[src/logic/sac_pkg.sv]
// Constants shared by the strap and graphics-port configuration block.
// Assumes a single bridge clock and one asynchronous active-low reset.
package sac_pkg;

  // ********************************************************************
  // Register byte offsets in configuration space, device 0 function 0
  // ********************************************************************
  localparam logic [7:0] OFS_STRAP_STATUS   = 8'h88;
  localparam logic [7:0] OFS_PCI_DRAM_TOP   = 8'h9c;
  localparam logic [7:0] OFS_GP_CAPABILITY  = 8'ha0;
  localparam logic [7:0] OFS_GP_STATUS      = 8'ha4;
  localparam logic [7:0] OFS_GP_COMMAND     = 8'ha8;

  // ********************************************************************
  // Strap status field positions
  // ********************************************************************
  localparam int STRAP_SIGNAL_TYPE_POS   = 25;
  localparam int STRAP_CLK_SPEED_LSB     = 20;
  localparam int STRAP_TRACE_LEN_LSB     = 16;
  localparam int STRAP_CLK_TO_PROC_POS   = 5;
  localparam int STRAP_CLK_FROM_PROC_POS = 4;
  localparam int STRAP_MULT_LSB          = 0;

  // Clock speed codes.
  localparam logic [1:0] CLK_SPEED_100   = 2'h0;
  localparam logic [1:0] CLK_SPEED_66    = 2'h1;
  localparam logic [1:0] CLK_SPEED_RSVD  = 2'h2;
  localparam logic [1:0] CLK_SPEED_133   = 2'h3;

  // Cycles that the pin synchronisers need to fill after reset release.
  localparam logic [1:0] STRAP_SETTLE_CYCLES = 2'h3;

  // ********************************************************************
  // DRAM top, capability, status and command fields
  // ********************************************************************
  localparam int         DRAM_TOP_LSB        = 24;
  localparam logic [7:0] DRAM_TOP_RESET      = 8'h80;

  localparam int         CAP_MAJOR_LSB       = 20;
  localparam int         CAP_MINOR_LSB       = 16;
  localparam int         CAP_NEXT_LSB        = 8;
  localparam int         CAP_CODE_LSB        = 0;

  localparam int         STAT_QUEUE_LSB      = 24;
  localparam logic [7:0] STAT_QUEUE_RESET    = 8'h0f;
  localparam int         STAT_SIDEBAND_POS   = 9;
  localparam int         STAT_ABOVE_4G_POS   = 5;
  localparam int         STAT_FAST_WRITE_POS = 4;
  localparam int         STAT_RATE_LSB       = 0;

  localparam int         CMD_SIDEBAND_POS    = 9;
  localparam int         CMD_ACCEPT_POS      = 8;
  localparam int         CMD_ABOVE_4G_POS    = 5;
  localparam int         CMD_FAST_WRITE_POS  = 4;
  localparam int         CMD_MODE_LSB        = 0;
  localparam logic [2:0] CMD_MODE_RESET      = 3'h0;

  // ********************************************************************
  // Serial initialisation stream
  // ********************************************************************
  localparam int         INIT_FRAME_BITS     = 8;
  localparam int         INIT_BIT_DIV        = 16;

  typedef enum logic [1:0] {
    SAC_INIT_IDLE  = 2'h0,
    SAC_INIT_SHIFT = 2'h1,
    SAC_INIT_DONE  = 2'h3
  } sac_init_state_e;

endpackage

[src/logic/sac_strap_capture.sv]
// Synchronises the strap pins and latches them once after reset release.
// Assumes the board holds the strap levels steady around reset release.
`timescale 1ns/1ps
module sac_strap_capture
  import sac_pkg::*;
(
  // Clock and reset
  input  wire logic        sys_clk,
  input  wire logic        resetn,
  // Strap pins
  input  wire logic [31:0] pad_ad,
  input  wire logic [3:0]  pad_cbe_n,
  // Captured straps
  output logic [31:0]      strap_word,
  output logic             strap_done
);

  logic [35:0] sync_a;
  logic [35:0] sync_b;
  logic [1:0]  settle;

  wire  [35:0] pad_bus = {pad_cbe_n, pad_ad};
  wire         capture = !strap_done && (settle == STRAP_SETTLE_CYCLES);
  // Test-only and general-purpose straps are not kept and read as zero.
  wire  [31:0] next_strap = {6'h00, sync_b[20], sync_b[4], sync_b[35], sync_b[34], sync_b[31:30], 2'h0,
                             sync_b[11:10], 8'h00, sync_b[32], 1'b0, sync_b[24], sync_b[8], sync_b[3:0]};

  always_ff @(posedge sys_clk or negedge resetn) begin
    if (!resetn) begin
      sync_a <= 36'h0;
      sync_b <= 36'h0;
    end else begin
      sync_a <= pad_bus;
      sync_b <= sync_a;
    end
  end

  // ********************************************************************
  // Wait for the synchronisers, then latch once
  // ********************************************************************
  always_ff @(posedge sys_clk or negedge resetn) begin
    if (!resetn) begin
      settle <= 2'h0;
    end else if (!strap_done && settle != STRAP_SETTLE_CYCLES) begin
      settle <= settle + 2'h1;
    end
  end

  always_ff @(posedge sys_clk or negedge resetn) begin
    if (!resetn) begin
      strap_word <= 32'h0;
      strap_done <= 1'b0;
    end else if (capture) begin
      strap_word <= next_strap;
      strap_done <= 1'b1;
    end
  end
endmodule

[src/logic/sac_init_serializer.sv]
// Sends one frame of strap-derived settings to the processor bus logic.
// Assumes a start pulse once per reset; later pulses during a frame are ignored.
`timescale 1ns/1ps
module sac_init_serializer
  import sac_pkg::*;
#(
  parameter int BIT_DIV = INIT_BIT_DIV
) (
  // Clock and reset
  input  wire logic                       sys_clk,
  input  wire logic                       resetn,
  // Frame request
  input  wire logic                       start,
  input  wire logic [INIT_FRAME_BITS-1:0] frame,
  // Stream out
  output logic                            serial_init_stream,
  output logic                            serial_init_busy
);

  sac_init_state_e             state;
  sac_init_state_e             next_state;
  logic [INIT_FRAME_BITS-1:0]  shifter;
  logic [$clog2(INIT_FRAME_BITS+1)-1:0] bits_left;
  logic [$clog2(BIT_DIV)-1:0]  div_cnt;

  localparam logic [$clog2(BIT_DIV)-1:0] DIV_LAST = ($clog2(BIT_DIV))'(BIT_DIV - 1);
  localparam logic [$clog2(INIT_FRAME_BITS+1)-1:0] FRAME_LEN = ($clog2(INIT_FRAME_BITS+1))'(INIT_FRAME_BITS);

  wire bit_tick  = (div_cnt == DIV_LAST);
  wire last_bit  = bit_tick && (bits_left == 1);

  always_comb begin
    next_state = state;
    case (state)
      SAC_INIT_IDLE:  if (start) next_state = SAC_INIT_SHIFT;
      SAC_INIT_SHIFT: if (last_bit) next_state = SAC_INIT_DONE;
      SAC_INIT_DONE:  next_state = SAC_INIT_DONE;
      default:        next_state = SAC_INIT_IDLE;
    endcase
  end

  // ********************************************************************
  // Bit timing and shift register, most significant bit first
  // ********************************************************************
  always_ff @(posedge sys_clk or negedge resetn) begin
    if (!resetn) begin
      state     <= SAC_INIT_IDLE;
      shifter   <= '0;
      bits_left <= '0;
      div_cnt   <= '0;
    end else begin
      state <= next_state;
      if (state == SAC_INIT_IDLE && start) begin
        shifter   <= frame;
        bits_left <= FRAME_LEN;
        div_cnt   <= '0;
      end else if (state == SAC_INIT_SHIFT) begin
        div_cnt <= bit_tick ? '0 : div_cnt + 1'b1;
        if (bit_tick) begin
          shifter   <= {shifter[INIT_FRAME_BITS-2:0], 1'b0};
          bits_left <= bits_left - 1'b1;
        end
      end
    end
  end

  assign serial_init_stream = (state == SAC_INIT_SHIFT) && shifter[INIT_FRAME_BITS-1];
  assign serial_init_busy   = (state == SAC_INIT_SHIFT);
endmodule

[src/logic/sac_config_regs.sv]
// Strap status, PCI DRAM top and graphics-port capability/status/command registers.
// Assumes a configuration access port already decoded to device 0, function 0.
// What the document requires
// Strap status register is read-only, each field from its own strap pin.
// Straps are latched once after reset and held until the next reset.
// Bit 25 reads 0 for a 1.5-V card, 1 for a 3.3-V card.
// Bits 21-20 give clock speed: 00 100 MHz, 01 66 MHz, 11 133 MHz.
// Bits 17-16 give processor trace length, 00 short, highest long.
// Bit 5 set means the block delays the clock sent to the processor.
// Bit 4 set means the processor delays the clock it returns.
// Four-bit multiplier code maps to 11.0-12.5 and 5.0-10.0 in half steps.
// Multiplier, clock speed and trace length form the serial initialisation stream.
// PCI master addresses below the DRAM top are claimed with DEVSEL#.
// Software programs the DRAM top only after sizing memory.
// Capability register is read-only: major, minor, next pointer, capability code.
// Status bits 31-24 give the request queue limit, fifteen at reset.
// Status bit 9 always reads 1, bit 5 always reads 0.
// Fast-write status reads 0 unless the fast-write override is set.
// Rate field reads 111; the 4x bit reads 0 under the 4x suppress.
// Fast writes run only with both override and command enable set.
// Command bit 8 set accepts graphics operations; clear ignores them.
// Command bit 9 enables or disables sideband addressing.
// Only 32-bit addresses; the above-4G enable reads 0 and is read-only.
// Software sets read target latency and clears the latency timer disable.
// Software sets exactly one transfer mode bit: 001, 010 or 100.
`timescale 1ns/1ps
module sac_config_regs
  import sac_pkg::*;
#(
  parameter logic [3:0] MAJOR_REVISION  = 4'h2,
  parameter logic [3:0] MINOR_REVISION  = 4'h0,
  parameter logic [7:0] NEXT_CAPABILITY = 8'h00,
  parameter logic [7:0] CAPABILITY_CODE = 8'h02,
  parameter logic [7:0] QUEUE_LIMIT     = STAT_QUEUE_RESET,
  parameter int         INIT_DIV        = INIT_BIT_DIV
) (
  // Clock and reset
  input  wire logic        sys_clk,
  input  wire logic        resetn,
  // Configuration access
  input  wire logic        cfg_req,
  input  wire logic        cfg_write,
  input  wire logic [7:0]  cfg_addr,
  input  wire logic [3:0]  cfg_be,
  input  wire logic [31:0] cfg_wdata,
  output logic [31:0]      cfg_rdata,
  output logic             cfg_ack,
  // Strap pins
  input  wire logic [31:0] pad_ad,
  input  wire logic [3:0]  pad_cbe_n,
  // Compensation control bits held elsewhere
  input  wire logic        fast_write_override,
  input  wire logic        quad_rate_suppress,
  // PCI master address decode
  input  wire logic        pci_mem_cycle,
  input  wire logic [31:0] pci_master_addr,
  output logic             pci_devsel_claim,
  // Graphics port control
  input  wire logic        graphics_op_valid,
  output logic             graphics_op_taken,
  output logic             graphics_ops_accept,
  output logic             sideband_enable,
  output logic             fast_write_active,
  output logic [2:0]       transfer_mode,
  // Processor clocking and initialisation
  output logic             clock_to_processor_delay,
  output logic             clock_from_processor_delayed,
  output logic             serial_init_stream,
  output logic             serial_init_busy
);

  // ********************************************************************
  // Strap capture and initialisation stream
  // ********************************************************************
  logic [31:0] strap_status;
  logic        strap_done;
  logic        strap_done_q;

  sac_strap_capture u_strap (
    .sys_clk    (sys_clk),
    .resetn     (resetn),
    .pad_ad     (pad_ad),
    .pad_cbe_n  (pad_cbe_n),
    .strap_word (strap_status),
    .strap_done (strap_done)
  );

  wire [3:0] proc_multiplier_field   = strap_status[STRAP_MULT_LSB +: 4];
  wire [1:0] clock_speed_strap       = strap_status[STRAP_CLK_SPEED_LSB +: 2];
  wire [1:0] proc_trace_length_strap = strap_status[STRAP_TRACE_LEN_LSB +: 2];
  wire       card_signal_type        = strap_status[STRAP_SIGNAL_TYPE_POS];
  wire       init_start              = strap_done && !strap_done_q;
  // The multiplier code travels raw; the receiving logic owns its table.
  wire [7:0] init_frame = {proc_trace_length_strap, clock_speed_strap, proc_multiplier_field};

  always_ff @(posedge sys_clk or negedge resetn) begin
    if (!resetn) begin
      strap_done_q <= 1'b0;
    end else begin
      strap_done_q <= strap_done;
    end
  end

  sac_init_serializer #(
    .BIT_DIV (INIT_DIV)
  ) u_init (
    .sys_clk            (sys_clk),
    .resetn             (resetn),
    .start              (init_start),
    .frame              (init_frame),
    .serial_init_stream (serial_init_stream),
    .serial_init_busy   (serial_init_busy)
  );

  // Clock delay choices only take effect once the straps are trusted.
  assign clock_to_processor_delay     = strap_status[STRAP_CLK_TO_PROC_POS];
  assign clock_from_processor_delayed = strap_status[STRAP_CLK_FROM_PROC_POS];

  // ********************************************************************
  // Writable state
  // ********************************************************************
  logic [7:0] dram_top;
  logic       cmd_sideband;
  logic       cmd_accept;
  logic       cmd_fast_write;
  logic [2:0] cmd_mode;

  wire wr_top = cfg_req && cfg_write && cfg_addr == OFS_PCI_DRAM_TOP && cfg_be[3];
  wire wr_cmd = cfg_req && cfg_write && cfg_addr == OFS_GP_COMMAND;

  always_ff @(posedge sys_clk or negedge resetn) begin
    if (!resetn) begin
      dram_top <= DRAM_TOP_RESET;
    end else if (wr_top) begin
      dram_top <= cfg_wdata[DRAM_TOP_LSB +: 8];
    end
  end

  always_ff @(posedge sys_clk or negedge resetn) begin
    if (!resetn) begin
      cmd_sideband   <= 1'b0;
      cmd_accept     <= 1'b0;
      cmd_fast_write <= 1'b0;
      cmd_mode       <= CMD_MODE_RESET;
    end else if (wr_cmd) begin
      if (cfg_be[1]) begin
        cmd_sideband <= cfg_wdata[CMD_SIDEBAND_POS];
        cmd_accept   <= cfg_wdata[CMD_ACCEPT_POS];
      end
      if (cfg_be[0]) begin
        cmd_fast_write <= cfg_wdata[CMD_FAST_WRITE_POS];
        cmd_mode       <= cfg_wdata[CMD_MODE_LSB +: 3];
      end
    end
  end

  // ********************************************************************
  // Read views
  // ********************************************************************
  wire [31:0] cap_word = {8'h00, MAJOR_REVISION, MINOR_REVISION, NEXT_CAPABILITY, CAPABILITY_CODE};

  wire [2:0]  rate_field = {!quad_rate_suppress, 2'h3};
  wire [31:0] status_word = (32'(QUEUE_LIMIT) << STAT_QUEUE_LSB)
                          | (32'h1 << STAT_SIDEBAND_POS)
                          | (32'(fast_write_override) << STAT_FAST_WRITE_POS)
                          | (32'(rate_field) << STAT_RATE_LSB);

  // The above-4G enable is never stored, so it always reads zero.
  wire [31:0] command_word = (32'(cmd_sideband) << CMD_SIDEBAND_POS)
                           | (32'(cmd_accept) << CMD_ACCEPT_POS)
                           | (32'(cmd_fast_write) << CMD_FAST_WRITE_POS)
                           | (32'(cmd_mode) << CMD_MODE_LSB);

  wire [31:0] top_word = {dram_top, 24'h000000};

  // Unmapped offsets read zero, and writes to them or to read-only words do nothing.
  wire [31:0] read_mux = (cfg_addr == OFS_STRAP_STATUS)  ? strap_status :
                         (cfg_addr == OFS_PCI_DRAM_TOP)  ? top_word     :
                         (cfg_addr == OFS_GP_CAPABILITY) ? cap_word     :
                         (cfg_addr == OFS_GP_STATUS)     ? status_word  :
                         (cfg_addr == OFS_GP_COMMAND)    ? command_word : 32'h0;

  always_ff @(posedge sys_clk or negedge resetn) begin
    if (!resetn) begin
      cfg_rdata <= 32'h0;
      cfg_ack   <= 1'b0;
    end else begin
      cfg_ack <= cfg_req;
      if (cfg_req && !cfg_write) begin
        cfg_rdata <= read_mux;
      end
    end
  end

  // ********************************************************************
  // Address claim and graphics port controls
  // ********************************************************************
  // Only the top byte is compared, so the DRAM region ends on a 16-Mbyte boundary.
  wire in_dram = pci_master_addr[31:24] < dram_top;

  always_ff @(posedge sys_clk or negedge resetn) begin
    if (!resetn) begin
      pci_devsel_claim <= 1'b0;
    end else begin
      pci_devsel_claim <= pci_mem_cycle && in_dram;
    end
  end

  assign graphics_ops_accept = cmd_accept;
  assign graphics_op_taken   = graphics_op_valid && cmd_accept;
  assign sideband_enable     = cmd_sideband;
  assign fast_write_active   = fast_write_override && cmd_fast_write;
  assign transfer_mode       = cmd_mode;
endmodule

[config.mk]
export PLATFORM = sky130hd
export DESIGN_NAME = sac_config_regs
export DESIGN_NICKNAME = d
export VERILOG_FILES = /design/src/logic/sac_pkg.sv /design/src/logic/sac_strap_capture.sv /design/src/logic/sac_init_serializer.sv /design/src/logic/sac_config_regs.sv
export SDC_FILE = /design/constraint.sdc
export NUM_CORES = 1
export LEC_CHECK = 0
export BUFFER_PORTS_ARGS = -buffer_cell sky130_fd_sc_hd__buf_4
export CAP_MARGIN = 20
export CORE_MARGIN = 1
export CORE_UTILIZATION = 54
export CTS_CLUSTER_DIAMETER = 200
export DETAILED_ROUTE_END_ITERATION = 10
export GPL_TIMING_DRIVEN = 1
export PLACE_DENSITY = 0.88
export SYNTH_ARGS = -nofsm -noshare
export SYNTH_HDL_FRONTEND = slang
export SYNTH_HIERARCHICAL = 1
export SYNTH_SLANG_ARGS = --single-unit
[constraint.sdc]
create_clock -name sys_clk -period 3.3 [get_ports sys_clk]
set_clock_uncertainty 0.2 [all_clocks]
set_input_delay 0.33 -clock sys_clk [delete_from_list [all_inputs] [get_ports sys_clk]]
set_output_delay 0.33 -clock sys_clk [all_outputs]
set_load 0.1 [all_outputs]
==> metrics <==
final WL 12.3 mm; first-pass GRT wire length 20.1 mm; Syn Std Cell Area 4900 um2; Tcrit/Tclk final 78.7%; die width 97.3 um; RePlAce Congestion 0.818; n_diodes 0; root buf cell clkbuf_8; CP Max Fanout 3; Post-DP Area 5610 um2; hold buffers post-CTS 39; Max Cap Violations 0; synthesis-stage register bit count 115; layout cell share with drive strength beyond 1 31.9%; Rows 34; Synth top area share 58.2%; DRC Markers 0; Sw Ratio 23.0%; CTS max path bufs 2; Comb pwr share 8.9%; post-synth cell types 56; final hold vios 0; largest cells by area after synthesis dfrtp_1, mux2_2, mux2_4, a22o_1, ha_1; Clk network pwr share 51.7%; cts bufs inserted 17; status complete, no violations; CP endpoint kind register; Layout Utilization 75.5%; initial antenna violation count 0; clk sinks 115; Switch Pwr 0.864 mW; CTS tree yes; Post-CTS Setup Bufs 0; Skew-Pair Late Insertion Delay 510 ps; Die Ht 97.3 um; via count 3739; Worst VDD drop 0.422 mV; CP cell instances inv_1 -> ha_1 -> nand2_1 -> nand3b_1 -> dlygate4sd3_1 -> a31oi_1 -> dlygate4sd3_1; most used cell, CP dlygate4sd3_1; number of nets in the layout 664; die area 9470 um2; crit path max-delay cell type dlygate4sd3_1; Cells after Synth 394; Leak 3.12 nW; GRT Residual Overflow 0; Design Area, Final 6620 um2; Crit path largest cell delay 570 ps; First DRT Iteration DRCs 326; Tot Pwr 3.77 mW; pwr/cell area 569 nW/um2; Final ANT Viol Nets 0; # IOs 165; Arr. time, crit path 2850 ps; FFs w/ async S/R, synth 100%; Flop pwr share 39.4%; WHS 65.8 ps; Core ar. 8760 um2; pin count of the biggest net entering global routing 61; crit path launch type register; Crit path buffers/inverters 3; Total GRT Usage 27.7%; worst min-delay path class input port to register; Post-synth EDFFs 0; Vias/cell 5.72; fmax 0.385 GHz; P&R area growth vs syn 35.0%; CTS resizes 0; Syn Area/Cell 12.4 um2; synth cell count leaders dfrtp_1, nor2_1, mux2_2; Setup Viol. Count Final 0; Pint 2.90 mW; most frequent cell after synthesis dfrtp_1; min Tclk post-route 2600 ps; area leader, netlist dfrtp_1; setup TNS 0 ps; first drt pass iteration count 7; Setup CP Type register to register; Top delay family on crit path buffers and inverters; CTS clk-pin slew, worst paths 60 ps; Ys Warns 6; unrepaired setup endpoints after global routing no; number of port buffers 100; Most used DFF post-synth dfrtp_1; Critical Path RT 3550 ps; worst slew pin tran 749 ps; htree depth 4; fin. max-slew vios 0; sequential fraction of the synthesis area 58.7%; relative slew slack 50.1%; Post-DP HPWL 6.88 mm; vias in the first global route 4024; Starting Density 56.0%; Avg WL per Cell 18.8 um
state kept, by name, summed over array words and instances (netlist names):
name / flops
strap_done_q: 1
u_strap/settle: 2
dram_top: 8
u_init/shifter: 8
graphics_ops_accept: 1
u_strap/sync_a: 15
cfg_ack: 1
transfer_mode: 3
cfg_rdata: 32
u_strap/strap_word: 15
u_strap/sync_b: 15
sideband_enable: 1
cmd_fast_write: 1
u_strap/strap_done: 1
u_init/bits_left: 4
u_init/state: 2
u_init/div_cnt: 4
pci_devsel_claim: 1
cells in the final DEF, fill, tap and decap left out, types with 3 or more instances in the layout:
master,synthesis,layout
a21oi_1,20,20
a221oi_1,6,6
a22o_1,17,17
a31oi_1,10,10
and2_1,3,3
and3_1,3,3
and4_1,3,3
buf_4,18,101
bufinv_16,0,5
clkbuf_1,7,4
clkbuf_16,0,16
clkinv_2,0,3
conb_1,1,17
dfrtp_1,114,114
dlygate4sd3_1,0,39
ha_1,11,11
inv_1,11,11
mux2_2,21,21
mux2_4,10,10
nand2_1,20,20
nand2b_1,3,3
nand3_1,5,5
nand3b_1,4,4
nor2_1,23,23
nor2b_1,5,4
o21ai_0,20,20
o21ai_1,5,5
o31ai_1,5,5
or3_1,3,3
or3b_1,3,3
per-stage QoR:
stage               cells  worst slack, ps
finish                654              702
global route          654              622
CTS                   654              781
detailed placement    583              952
global placement      583             1030
floorplan             410              512
kinds of logic (layout without fill, tap and decap cells):
family | Yosys count | in the layout | synth area share (%)
fa+ha+maj | 11 | 11 | 2.81
mux | 32 | 32 | 8.09
buf+inv | 48 | 184 | 6.43
simple gates | 95 | 95 | 11.6
other cells | 1 | 17 | 0.0765
xor+xnor | 1 | 1 | 0.179
compound gates | 91 | 91 | 12.1
flops | 115 | 115 | 58.7
final cells by class:
type,count,area [um2]
sequential,115,2880
clock buffer,22,443
fill,501,2140
multi-input combinational,247,1770
timing repair buffer,141,1170
tap,108,135
clock inverter,10,180
inverter,11,41.3
worst min-delay path, delay by kind of cell:
family / cells / cell delay, ps
muxes: 1 / 170
buffers and inverters: 1 / 110
and+or+nand+nor: 1 / 130
power by group through the flow:
stage	sequential [mW]	combinational (mW)	clock, mW
after floorplan	1.60	0.0846	0
after global placement	1.50	0.282	0
after detailed placement	1.50	0.291	0
after CTS	1.48	0.330	1.94
after global routing	1.49	0.357	2.02
final	1.48	0.336	1.95
path summary, 6_finish.rpt:
| kind | from | to | slack, ps | cells after the start |
|---|---|---|---|---|
| setup / recovery | dram_top[7] | pci_devsel_claim | 700 | 7 |
| hold / removal | cfg_be[1] | graphics_ops_accept | 70 | 3 |
| setup reg to reg | dram_top[7] | pci_devsel_claim | 700 | 7 |
| hold reg to reg | u_strap/sync_a[11] | u_strap/sync_b[11] | 150 | 0 |
| max in group asynchronous | resetn | dram_top[7] | 1860 | 3 |
| min in group asynchronous | resetn | u_init/div_cnt[0] | 230 | 2 |
layer usage:
layer | share of wire, % | routed length, um | up-vias | track usage [%]
li1 | - | - | 1657 | -
met1 | 38 | 4620 | 1882 | 31.6
met2 | 53 | 6570 | 158 | 48.2
met3 | 5.5 | 672 | 42 | 7.12
met4 | 3.7 | 453 | 0 | 14.5
met5 | 0 | 0 | - | 0
No activity file was read; power rests on OpenSTA's default activity.
